--- src/core/bro_pkg.sv ---
package bro_pkg;

	// ------------------------------------------------------------
	// bus and error word layout
	// ------------------------------------------------------------
	localparam int          BRO_DATA_W       = 8;
	localparam int          BRO_ERR_SPARE    = 0;
	localparam int          BRO_ERR_OVERFLOW = 1;
	localparam int          BRO_ERR_PARITY   = 2;
	localparam int          BRO_ERR_SUMMARY  = 3;
	localparam int          BRO_ERR_BAD_END  = 4;
	localparam int          BRO_ERR_LOST_MID = 5;
	localparam int          BRO_ERR_RESTART  = 6;
	localparam int          BRO_ERR_DISABLED = 7;
	localparam logic        BRO_SPARE_LEVEL  = 1'b0;

	// ------------------------------------------------------------
	// reset values
	// ------------------------------------------------------------
	localparam logic [7:1]  BRO_ERR_RST      = 7'h00;
	localparam logic [7:0]  BRO_BYTE_RST     = 8'h00;

	// ------------------------------------------------------------
	// carriers
	// ------------------------------------------------------------
	// host-side pins, all asynchronous to clock
	typedef struct packed {
		logic sel;      // high: data byte, low: error word
		logic oe;       // high: parallel bus driven
		logic read_n;   // low while the host reads
		logic rx_dis;   // high: receiver inputs disabled
	} bro_pins_t;

	localparam int          BRO_PIN_W        = $bits(bro_pins_t);
	localparam bro_pins_t   BRO_PINS_RST     = 4'h2;

	// one-cycle events from the demodulator, same clock
	typedef struct packed {
		logic start_ok;   // valid starting sequence seen
		logic end_ok;     // valid ending sequence seen
		logic byte_done;  // shift register holds a full byte
		logic parity_bad; // odd parity over data and sync
		logic end_bad;    // ending sequence malformed
		logic mid_lost;   // mid-bit transition missing
	} bro_ev_t;

endpackage : bro_pkg

--- src/core/bro_output_mux.sv ---
`timescale 1ns/1ps
// What this block does
// [RQ1] select low shows the error word, select high shows the data byte.
// [RQ2] bus driven only while output enable is high, else high impedance.
// [RQ3] eight-bit three-state bus, seven bits shared between data and errors.
// [RQ4] error bit 1: new byte while holding and shift registers both full.
// [RQ5] error bit 2: odd parity over data and sync bit.
// [RQ6] error bit 3: set whenever error bit 2, 4 or 5 is set.
// [RQ7] error bit 4: ending sequence malformed.
// [RQ8] error bit 5: mid-bit transition lost outside the ending sequence.
// [RQ9] error bit 6: new start while holding register still unread.
// [RQ10] error bit 7: receiver disabled while a message is active.
// [RQ11] serial data and shift clock into the shift register copied out.
// [RQ12] error flag drops after an error-word read or a new valid start.
// [RQ13] any error raises error flag, drops receiver active and byte available.
// [RQ14] on read strobe rising, pending shift byte moves to holding register.
// [RQ15] spare bus bit reads low in error mode.
module bro_output_mux (
	input  wire logic             clock,
	input  wire logic             rst_n,
	input  wire bro_pkg::bro_pins_t pins_i,
	input  wire bro_pkg::bro_ev_t ev_i,
	input  wire logic [7:0]       rx_byte_i,
	input  wire logic             ser_bit_i,
	input  wire logic             ser_shift_i,
	output logic      [7:0]       data_o,
	output logic                  data_oe,
	output logic                  error_o,
	output logic                  rx_active_o,
	output logic                  byte_avail_o,
	output logic                  ser_data_o,
	output logic                  ser_clk_o
);
	import bro_pkg::*;

	// ------------------------------------------------------------
	// pin synchronisers
	// ------------------------------------------------------------
	// three stages; filtered value moves only when stages two and three agree
	logic [BRO_PIN_W-1:0] s1_q, s2_q, s3_q, filt_q;
	logic [BRO_PIN_W-1:0] s1_d, s2_d, s3_d, filt_d;
	logic [BRO_PIN_W-1:0] agree;
	bro_pins_t            pin;

	always_comb begin
		s1_d   = pins_i;
		s2_d   = s1_q;
		s3_d   = s2_q;
		agree  = ~(s2_q ^ s3_q);
		filt_d = (filt_q & ~agree) | (s3_q & agree);
		pin    = filt_q;
	end

	always_ff @(posedge clock or negedge rst_n) begin
		if (!rst_n) begin
			s1_q   <= BRO_PINS_RST;
			s2_q   <= BRO_PINS_RST;
			s3_q   <= BRO_PINS_RST;
			filt_q <= BRO_PINS_RST;
		end else begin
			s1_q   <= s1_d;
			s2_q   <= s2_d;
			s3_q   <= s3_d;
			filt_q <= filt_d;
		end
	end

	// ------------------------------------------------------------
	// read strobe edge
	// ------------------------------------------------------------
	logic read_prev_q, read_prev_d;
	logic read_rise;
	logic read_data_done;
	logic read_err_done;

	always_comb begin
		read_prev_d    = pin.read_n;
		read_rise      = pin.read_n && !read_prev_q;
		read_data_done = read_rise && pin.sel;
		read_err_done  = read_rise && !pin.sel;
	end

	always_ff @(posedge clock or negedge rst_n) begin
		if (!rst_n) begin
			read_prev_q <= 1'b1;
		end else begin
			read_prev_q <= read_prev_d;
		end
	end

	// ------------------------------------------------------------
	// error capture
	// ------------------------------------------------------------
	logic [7:1] err_q, err_d;
	logic [7:1] err_set;
	logic       err_clr;
	logic       any_err_set;
	logic       rx_active_q, rx_active_d;
	logic       hold_full_q, hold_full_d;
	logic       pend_full_q, pend_full_d;
	logic       xfer_q, xfer_d;
	logic       overflow;

	// a byte landing while the previous pending byte is being moved is
	// not an overflow: the move frees the pending slot in that cycle
	assign overflow = ev_i.byte_done && hold_full_q && pend_full_q && !xfer_q;  // see [RQ4]

	always_comb begin
		err_set                   = '0;
		err_set[BRO_ERR_OVERFLOW] = overflow;                            // see [RQ4]
		err_set[BRO_ERR_PARITY]   = ev_i.parity_bad;                     // see [RQ5]
		err_set[BRO_ERR_BAD_END]  = ev_i.end_bad;                        // see [RQ7]
		err_set[BRO_ERR_LOST_MID] = ev_i.mid_lost;                       // see [RQ8]
		err_set[BRO_ERR_RESTART]  = ev_i.start_ok && hold_full_q;        // see [RQ9]
		err_set[BRO_ERR_DISABLED] = pin.rx_dis && rx_active_q;           // see [RQ10]
		any_err_set               = |err_set;
		err_clr                   = read_err_done || ev_i.start_ok;      // see [RQ12]
		// set wins over clear
		err_d                     = (err_q & ~{7{err_clr}}) | err_set;
		err_d[BRO_ERR_SUMMARY]    = err_d[BRO_ERR_PARITY] | err_d[BRO_ERR_BAD_END]
		                          | err_d[BRO_ERR_LOST_MID];              // see [RQ6]
	end

	always_ff @(posedge clock or negedge rst_n) begin
		if (!rst_n) begin
			err_q <= BRO_ERR_RST;
		end else begin
			err_q <= err_d;
		end
	end

	// ------------------------------------------------------------
	// message state and byte registers
	// ------------------------------------------------------------
	logic [7:0] hold_q, hold_d;
	logic [7:0] pend_q, pend_d;

	always_comb begin
		// an error ends the message at once
		rx_active_d = (rx_active_q || ev_i.start_ok) && !ev_i.end_ok
		              && !any_err_set;                                   // see [RQ13]
		hold_d      = hold_q;
		pend_d      = pend_q;
		hold_full_d = hold_full_q;
		pend_full_d = pend_full_q;
		xfer_d      = 1'b0;
		if (xfer_q) begin
			hold_d      = pend_q;                                        // see [RQ14]
			hold_full_d = 1'b1;
			pend_full_d = 1'b0;
		end
		if (read_data_done && hold_full_q) begin
			// one cycle of byte available low before the next byte shows
			hold_full_d = 1'b0;
			xfer_d      = pend_full_q;                                   // see [RQ14]
		end
		if (ev_i.byte_done && !overflow) begin
			if (!hold_full_d && !xfer_d && !pend_full_d) begin
				hold_d      = rx_byte_i;
				hold_full_d = 1'b1;
			end else begin
				pend_d      = rx_byte_i;
				pend_full_d = 1'b1;
			end
		end
		if (any_err_set) begin
			// stale bytes are dropped with the message; last byte stays readable
			hold_full_d = 1'b0;                                          // see [RQ13]
			pend_full_d = 1'b0;
			xfer_d      = 1'b0;
		end
	end

	always_ff @(posedge clock or negedge rst_n) begin
		if (!rst_n) begin
			rx_active_q <= 1'b0;
			hold_q      <= BRO_BYTE_RST;
			pend_q      <= BRO_BYTE_RST;
			hold_full_q <= 1'b0;
			pend_full_q <= 1'b0;
			xfer_q      <= 1'b0;
		end else begin
			rx_active_q <= rx_active_d;
			hold_q      <= hold_d;
			pend_q      <= pend_d;
			hold_full_q <= hold_full_d;
			pend_full_q <= pend_full_d;
			xfer_q      <= xfer_d;
		end
	end

	// ------------------------------------------------------------
	// output stage
	// ------------------------------------------------------------
	logic [7:0] dout_q, dout_d;
	logic [7:0] err_word;
	logic       oe_q, oe_d;
	logic       ser_data_q, ser_data_d;
	logic       ser_clk_q, ser_clk_d;

	always_comb begin
		err_word                = {err_q, BRO_SPARE_LEVEL};                 // see [RQ15]
		dout_d                  = pin.sel ? hold_q : err_word;              // see [RQ1] [RQ3]
		oe_d                    = pin.oe;                                   // see [RQ2]
		ser_data_d              = ser_bit_i;                                // see [RQ11]
		ser_clk_d               = ser_shift_i;                              // see [RQ11]
	end

	always_ff @(posedge clock or negedge rst_n) begin
		if (!rst_n) begin
			dout_q     <= BRO_BYTE_RST;
			oe_q       <= 1'b0;
			ser_data_q <= 1'b0;
			ser_clk_q  <= 1'b0;
		end else begin
			dout_q     <= dout_d;
			oe_q       <= oe_d;
			ser_data_q <= ser_data_d;
			ser_clk_q  <= ser_clk_d;
		end
	end

	assign data_o       = dout_q;
	assign data_oe      = oe_q;                                          // see [RQ2]
	assign error_o      = |err_q;                                        // see [RQ13]
	assign rx_active_o  = rx_active_q;
	assign byte_avail_o = hold_full_q && !error_o;                       // see [RQ13]
	assign ser_data_o   = ser_data_q;
	assign ser_clk_o    = ser_clk_q;
endmodule : bro_output_mux

--- config.mk ---
export PLATFORM = sky130hd
export DESIGN_NAME = bro_output_mux
export DESIGN_NICKNAME = d
export VERILOG_FILES = /design/src/core/bro_pkg.sv /design/src/core/bro_output_mux.sv
export SDC_FILE = /design/constraint.sdc
export NUM_CORES = 1
export LEC_CHECK = 0
export BUFFER_PORTS_ARGS = -buffer_cell sky130_fd_sc_hd__buf_4
export CORE_MARGIN = 4
export CORE_UTILIZATION = 55
export DETAILED_ROUTE_END_ITERATION = 10
export PLACE_DENSITY = 0.79
export SLEW_MARGIN = 15
export SYNTH_ARGS = -nofsm -noshare
export SYNTH_HDL_FRONTEND = slang
export SYNTH_SLANG_ARGS = --single-unit
export TNS_END_PERCENT = 20
--- constraint.sdc ---
create_clock -name clock -period 5 [get_ports clock]
set_input_delay 0.25 -clock clock [delete_from_list [all_inputs] [get_ports clock]]
set_output_delay 0.25 -clock clock [all_outputs]
set_load 0.05 [all_outputs]
==> results of run 1 <==
-- sequential cells by signal (all words and copies together) (netlist names), 4 cells and up, named ones only --
register,count
s2_q,4
s3_q,4
data_o,8
hold_q,8
err_q,7
s1_q,4
pend_q,8
-- power groups by stage --
stage | clock network [W] | logic, W | registers [W]
2_1_floorplan | 0 | 0.0000530 | 0.000554
3_3_place_gp | 0 | 0.000132 | 0.000525
3_5_place_dp | 0 | 0.000136 | 0.000528
4_1_cts | 0.000257 | 0.000137 | 0.000520
5_1_grt | 0.000278 | 0.000144 | 0.000526
6_report | 0.000249 | 0.000135 | 0.000519
-- worst min-delay path by stage --
stage,cells after the start,slack (ns),endpoint,startpoint
after floorplan,0,-0.05,asynchronous set/reset pin,rst_n
after global placement,1,0.31,data_o[7]$_DFF_PN0_,rst_n
after detailed placement,1,0.32,data_o[6]$_DFF_PN0_,rst_n
after CTS,1,0.03,s1_q[1]$_DFF_PN1_,pins_i[1]
after global routing,1,0.01,s1_q[1]$_DFF_PN1_,pins_i[1]
final,1,0.04,s1_q[1]$_DFF_PN1_,pins_i[1]
-- per-layer routing --
metal | vias to the layer above | share of wire | GRT usage
met2 | 52 | 0.50 | 0.284
met1 | 579 | 0.41 | 0.213
met5 | - | 0 | 0
met3 | 15 | 0.067 | 0.0591
li1 | 529 | - | -
met4 | 0 | 0.021 | 0.0918
-- critical path: cells and delay by family, from the launching register on --
kind | cells | cell delay, ns
AOI/OAI and AO/OA | 2 | 0.59
DFF | 1 | 0.54
muxes | 1 | 0.40
and+or+nand+nor | 1 | 0.28
-- layout make-up --
type,instances,area [um^2],share of cell area
multi-input cells,68,611,0.252
flip-flops and latches,55,1380,0.570
well taps,46,57.6,0.0237
clock inverters,3,27.5,0.0113
repair buffers,36,273,0.112
inverters,2,7.51,0.00309
clock buffers,5,68.8,0.0284
-- cells by family (layout without fill, tap and decap cells) --
kind of cell / after synthesis / after routing / share of synthesized area
AO/OA/AOI/OAI: 11 / 11 / 0.0517
AND/OR/NAND/NOR: 22 / 22 / 0.0585
flip-flops: 55 / 55 / 0.688
adder cells (fa/ha/maj): 4 / 4 / 0.0199
multiplexers: 31 / 31 / 0.174
buffers and inverters: 4 / 46 / 0.00809
-- cells in the final DEF (no fill, tap or decap), types with 2 or more instances in the layout --
cell / n
sky130_fd_sc_hd__mux2_2: 30
sky130_fd_sc_hd__nor2_1: 3
sky130_fd_sc_hd__a22oi_1: 2
sky130_fd_sc_hd__dfrtp_1: 50
sky130_fd_sc_hd__maj3_1: 4
sky130_fd_sc_hd__a21o_1: 3
sky130_fd_sc_hd__dfstp_2: 5
sky130_fd_sc_hd__a22o_1: 2
sky130_fd_sc_hd__nand3_1: 2
sky130_fd_sc_hd__inv_1: 2
sky130_fd_sc_hd__buf_4: 35
sky130_fd_sc_hd__clkbuf_8: 5
sky130_fd_sc_hd__nor3_1: 5
sky130_fd_sc_hd__nand2_1: 4
-- synth_stat cells, types with 2 or more instances --
cell and count:
sky130_fd_sc_hd__nand3_1 2, sky130_fd_sc_hd__dfstp_2 5, sky130_fd_sc_hd__nor2_1 3, sky130_fd_sc_hd__maj3_1 4, sky130_fd_sc_hd__mux2_2 30, sky130_fd_sc_hd__nor3_1 5, sky130_fd_sc_hd__a22o_1 2, sky130_fd_sc_hd__inv_1 2
sky130_fd_sc_hd__a22oi_1 2, sky130_fd_sc_hd__dfrtp_1 50, sky130_fd_sc_hd__nand2_1 4, sky130_fd_sc_hd__a21o_1 3
-- through the flow --
stage / utilization / instances
5_1_grt: 0.705 / 215
6_report: 0.705 / 215
4_1_cts: 0.705 / 215
3_3_place_gp: 0.674 / 206
2_1_floorplan: - / 127
3_5_place_dp: 0.674 / 206
-- timing repair --
action / 4_1_cts / 5_1_grt
setup buffers: 0 / 0
endpoints found under the hold margin: 50 / 0
hold buffers: 1 / 0
gates resized for setup: 0 / 0
==> results.txt, run 1 <==
----------------------------------------------------
[Timing]
  Worst hold margin ... 0.0397 ns
  Number of max-slew violations in the final report ... 0
  Slew headroom ... 0.569
  Unrepaired setup endpoints after global routing ... false
  Accumulated negative setup slack ... 0 ns
  Final number of setup-violating endpoints ... 0
  Least setup slack across all paths after layout ... 3.07 ns
  Max Clk Rate ... 0.518 GHz
  Measured slew at the worst slew-check pin ... 0.647 ns
  Final hold violation count ... 0
  Worst clock skew ... 0.00768 ns
  Final period util ... 0.386
  Final critical path time including I/O delays and setup ... 1.93 ns

[Critical path]
  Reg-to-reg slack, setup ... 3.07 ns
  Critical Path End Type ... flop
  Worst setup SP type ... flop
  Critical-path maximum fanout ... 11
  Data required time of the critical path ... 5.19 ns
  Data arrival at the endpoint of the critical path ... 2.12 ns
  Type of the setup path with the least slack ... reg -> reg
  R2R depth ... 4
  Worst R2R End ... pend_q[5]$_DFFE_PN0P_
  Critical-path cell list ... nand4b_1 -> a21oi_4 -> a211oi_4 -> mux2_2
  Highest-delay cell along the critical path ... sky130_fd_sc_hd__dfrtp_1
  Capture point of the worst path ... pend_q[5]$_DFFE_PN0P_
  Max incr delay on CP ... 0.54 ns

[Pwr]
  Total power density per cell area ... 372 nW/um^2
  Final Total Pwr ... 0.000903 W
  Switching component of the power ... 0.000243 W
  Static Leak ... 1.08 nW
  Switching power as a share of total power ... 0.269
  Internal power of the cells ... 0.000660 W
  Register share of total power ... 0.575
  Power share of the combinational group ... 0.149
  Clock network fraction of design power ... 0.276
  Peak supply drop ... 181 uV

[Clock network]
  Clock tree from TritonCTS ... done
  Depth of the CTS H-tree ... 2
  Insertion delay to the later sink of the worst-skew pair ... 0.31 ns
  Total clock sinks ... 55
  Buffer type at the clock tree root ... sky130_fd_sc_hd__clkbuf_8
  Bufs on Longest Clock Path ... 2
  Clk slew on worst S/H paths ... 0.10 ns
  Number of buffers created by CTS ... 5

[Layout]
  Proportion of layout cells with a drive suffix above 1 ... 0.485
  Inserted Diodes ... 0
  Fill cells ... 230
  Layout area overhead ... 20.8%
  Nets@finish ... 190
  Area of all placed cells without fillers ... 2430 um^2

[Floorplanning]
  Chip width ... 68.4 um
  Die height ... 68.4 um
  Initial cell density of the core ... 0.584
  Die area ... 4680 um^2
  Total core area ... 3440 um^2
  I/O pin count ... 36
  Number of core rows ... 21

[Synth]
  Average instance area after synthesis ... 15.8 um^2
  Number of library cell types mapped by synthesis ... 27
  FFs w/ async S/R, synth ... 1.00
  Post-synthesis cell count ... 127
  Yosys warning total ... 0
  Top flip-flop cell by instance count after synthesis ... sky130_fd_sc_hd__dfrtp_1
  Synth Cell Area ... 2010 um^2
  Top post-synthesis cells by area ... sky130_fd_sc_hd__dfrtp_1, sky130_fd_sc_hd__mux2_2, sky130_fd_sc_hd__dfstp_2, sky130_fd_sc_hd__maj3_1, sky130_fd_sc_hd__nor3_1
  Post-synth top area cell ... sky130_fd_sc_hd__dfrtp_1
  Register bit count reported by yosys ... 55
  Area share of the largest cell type after synthesis ... 0.623
  Sequential fraction of the synthesis area ... 0.688
  Net count of the mapped netlist ... 149
  Number of enable-type register cells in the synthesized netlist ... 0

[Place]
  GP Congestion ... 0.926
  Port bufs ... 35
  Worst setup timing slack at the placement stage ... 3.09 ns
  HPWL after detailed placement ... 2.59 mm
  Placed standard-cell area ... 2320 um^2

[Detailed routing]
  Post-DRT Antenna Nets ... 0
  Residual DRC count ... 0
  Routed length per placed instance ... 16.6 um
  Count of vias placed by the detailed router ... 1175
  Number of iterations in the first detailed-routing pass ... 6
  Post-Route WL ... 3.56 mm
  Via count normalized by instance count ... 5.47
  Count of routing violations after the opening detailed-route iteration ... 70

[Run status]
  Status ... completed

[Global routing]
  Global Route Usage Sum ... 0.178
  Via count of the first global-routing pass ... 1236
  Overflow left after global routing ... 0
  Antenna violations before repair ... 0
  Pin count of the biggest net entering global routing ... 56
  First-pass GRT wire length ... 5.82 mm

[Run]
  Max Cap Viol ... 0

[Hold path]
  Path class of the lowest-slack min-delay path ... in -> reg

----------------------------------------------------
Note: power is estimated with default switching activity, not from simulation.
==> run 2, diff against run 1 <==
Settings changed: CORE_UTILIZATION 55 to 49, PLACE_DENSITY 0.79 to 0.74.
Clock period 5 ns to 1.6 ns, I/O delays scaled along.
==> run 2 against run 1 <==
Net effect: the run now ends with negative setup slack left; register-to-register slack lost 3.1 ns; sequential cell count is the same; global-route usage shrank 2.4 points; setup slack lost 3.1 ns; non-clock buffer count grew 16; clock-buffer cell count grew 2; critical path depth grew 1; critical endpoint unchanged; largest power group unchanged.
==> results.txt, run 2 (synthesis gave the netlist of run 1 again) <==
----------------------------------------------------
[Layout]
  Commonest cells after routing, fill and taps aside ... sky130_fd_sc_hd__dfrtp_1, sky130_fd_sc_hd__buf_4, sky130_fd_sc_hd__mux2_2
  Layout area overhead ... 30.4%
  Inserted Diodes ... 0 (unchanged)
  Sequential cell area ... 1380 um^2 (unchanged)
  Area of all placed cells without fillers ... 2620 um^2 (+7.9%)
  Most common library cell in the layout ignoring fill and taps ... sky130_fd_sc_hd__dfrtp_1
  Multi-input logic area ... 646 um^2 (+5.7%)
  Fill cells ... 290 (+26%)
  Proportion of layout cells with a drive suffix above 1 ... 0.481 (-0.00413)
  Nets@finish ... 206 (+8.4%)
  Core occupancy in the finished layout ... 0.660 (-0.0455)

[Timing]
  Final critical path time including I/O delays and setup ... 1.60 ns (-0.329 ns)
  Measured slew at the worst slew-check pin ... 0.649 ns (+0.00270 ns)
  Max Clk Rate ... 0.624 GHz (+21%)
  Final hold violation count ... 0 (unchanged)
  Unrepaired setup endpoints after global routing ... true
  Worst hold margin ... 0.0150 ns (-0.0247 ns)
  Least setup slack across all paths after layout ... -0.00269 ns (-3.07 ns)
  Worst clock skew ... 0.00376 ns (-0.00392 ns)
  Final period util ... 1.00 (+0.615)
  Slew headroom ... 0.567 (-0.00180)
  Final number of setup-violating endpoints ... 1 (+1)
  Number of max-slew violations in the final report ... 0 (unchanged)

[Detailed routing]
  Count of vias placed by the detailed router ... 1219 (+3.7%)
  Post-DRT Antenna Nets ... 0 (unchanged)
  Routed length per placed instance ... 15.4 um (-6.9%)
  Post-Route WL ... 3.63 mm (+1.8%)
  Residual DRC count ... 0 (unchanged)
  Count of routing violations after the opening detailed-route iteration ... 77 (+10%)
  Number of iterations in the first detailed-routing pass ... 4 (-2)
  Via count normalized by instance count ... 5.19 (-5.1%)

[Global routing]
  Global routing usage on met2 ... 0.250 (-0.0337)
  Peak-usage layer in the global routing report ... met2
  Fraction of met3 tracks used by global routing ... 0.0360 (-0.0231)
  Pin count of the biggest net entering global routing ... 56 (unchanged)
  Overflow left after global routing ... 0 (unchanged)
  Global Route Usage Sum ... 0.154 (-0.0238)
  Met1 track demand over resource ... 0.207 (-0.00661)
  First-pass GRT wire length ... 6.10 mm (+4.9%)
  Via count of the first global-routing pass ... 1264 (+2.3%)
  Antenna violations before repair ... 0 (unchanged)

[Critical path]
  Data arrival at the endpoint of the critical path ... 1.78 ns (-0.34 ns)
  Critical-path maximum fanout ... 8 (-3)
  Critical-path cell list ... nand4b_1 -> a21oi_4 -> a211oi_4 -> buf_12 -> mux2_2
  Data required time of the critical path ... 1.78 ns (-3.41 ns)
  Highest-delay cell along the critical path ... sky130_fd_sc_hd__dfstp_2
  Reg-to-reg slack, setup ... -0.003 ns (-3.07 ns)
  Delay-heaviest family, CP ... flip-flops
  R2R depth ... 5 (+1)
  Worst R2R End ... pend_q[5]$_DFFE_PN0P_
  R2r startpoint ... read_prev_q$_DFF_PN1_
  Buf+Inv Stages, Crit Path ... 1 (+1)
  Critical Path End Type ... flop
  Max incr delay on CP ... 0.53 ns (about the same)
  Type of the setup path with the least slack ... reg -> reg
  Capture point of the worst path ... pend_q[5]$_DFFE_PN0P_
  Number of logic stages on the critical path including buffering ... 5 (+1)
  Source of the critical timing path ... read_prev_q$_DFF_PN1_
  Worst setup SP type ... flop

[Pwr]
  Register share of total power ... 0.574 (about the same)
  Switching component of the power ... 0.000704 W (+190%)
  Peak supply drop ... 561 uV (+210%)
  Power share of the combinational group ... 0.165 (+0.016)
  Internal power of the cells ... 0.00212 W (+220%)
  Clock network fraction of design power ... 0.260 (-0.016)
  Static Leak ... 1.17 nW (+8.2%)
  Total power density per cell area ... 1080 nW/um^2 (+190%)
  Switching power as a share of total power ... 0.250 (-0.0195)

[Place]
  Port bufs ... 35 (unchanged)
  GP Congestion ... 0.829 (-10%)
  HPWL after detailed placement ... 2.64 mm (+1.9%)
  Placed standard-cell area ... 2380 um^2 (+2.7%)
  Worst setup timing slack at the placement stage ... 0.00480 ns (-3.08 ns)

[Clock network]
  Bufs on Longest Clock Path ... 2 (unchanged)
  Total clock sinks ... 55 (unchanged)
  Insertion delay to the later sink of the worst-skew pair ... 0.29 ns (-0.02 ns)
  Buffer type at the clock tree root ... sky130_fd_sc_hd__clkbuf_8
  Number of buffers created by CTS ... 5 (unchanged)
  Clock tree from TritonCTS ... done
  Depth of the CTS H-tree ... 2 (unchanged)
  Clk slew on worst S/H paths ... 0.08 ns (-0.02 ns)

[Hold path]
  Number of cells on the worst hold path ... 2 (+1)
  Hold path startpoint ... ev_i[5]
  Path class of the lowest-slack min-delay path ... in -> reg

[Floorplanning]
  Die height ... 72.0 um (+5.3%)
  Initial cell density of the core ... 0.506 (-0.0778)
  Total core area ... 3970 um^2 (+15%)
  Chip width ... 72.0 um (+5.3%)
  I/O pin count ... 36 (unchanged)
  Number of core rows ... 23 (+9.5%)
  Die area ... 5190 um^2 (+11%)

[Run]
  Max Cap Viol ... 0 (unchanged)

[Run status]
  Status ... complete, but fails checks
  Failing checks ... negative setup slack

----------------------------------------------------
## run 2: worst min path at each step
| stage | endpoint |
|---|---|
| 2_1_floorplan | asynchronous set/reset pin |
| 3_3_place_gp | asynchronous set/reset pin |
| 3_5_place_dp | asynchronous set/reset pin |
| 4_1_cts | err_q[3]$_DFF_PN0_ |
| 5_1_grt | err_q[3]$_DFF_PN0_ |
| 6_report | err_q[3]$_DFF_PN0_ |
## run 2: cell type report
class | count | area share
clock buffer | 7 | 0.0330
clock inverter | 1 | 0.00191
multi-input combinational | 68 | 0.246
inverter | 2 | 0.00287
timing repair buffer | 52 | 0.164
tap | 50 | 0.0239
sequential | 55 | 0.528
## run 2: timing repair
action,in CTS,in global routing
gates resized for setup,2,4
endpoints found under the hold margin,60,0
setup buffers,0,1
endpoints found under the setup margin,2,17
hold buffers,11,0
## run 2: metal layers
layer	vias to the layer above	wire (um)
met2	34	1800
met4	0	53
met3	4	188
met5	-	0
met1	616	1590
li1	565	-
## run 2: power groups by stage
stage / Clock, W / Sequential [W] / Combinational (W)
6_report: 0.000734 / 0.00162 / 0.000466
5_1_grt: 0.000818 / 0.00163 / 0.000502
4_1_cts: 0.000763 / 0.00162 / 0.000467
3_5_place_dp: 0 / 0.00164 / 0.000444
3_3_place_gp: 0 / 0.00163 / 0.000431
2_1_floorplan: 0 / 0.00173 / 0.000166
## run 2: metrics by stage
step	total power, W	setup TNS [ns]	cells
final	0.00282	-0.00269	235
after global routing	0.00295	-0.559	235
after CTS	0.00285	-0.00577	235
after detailed placement	0.00208	0	216
after global placement	0.00206	0	216
after floorplan	0.00190	0	127
## run 2: worst reg2reg max path, delay by kind of cell (launching register included)
kind,cells,cell delay (ns)
DFF,1,0.53
AOI/OAI and AO/OA,2,0.30
muxes,1,0.33
and+or+nand+nor,1,0.17
buffers and inverters,1,0.16
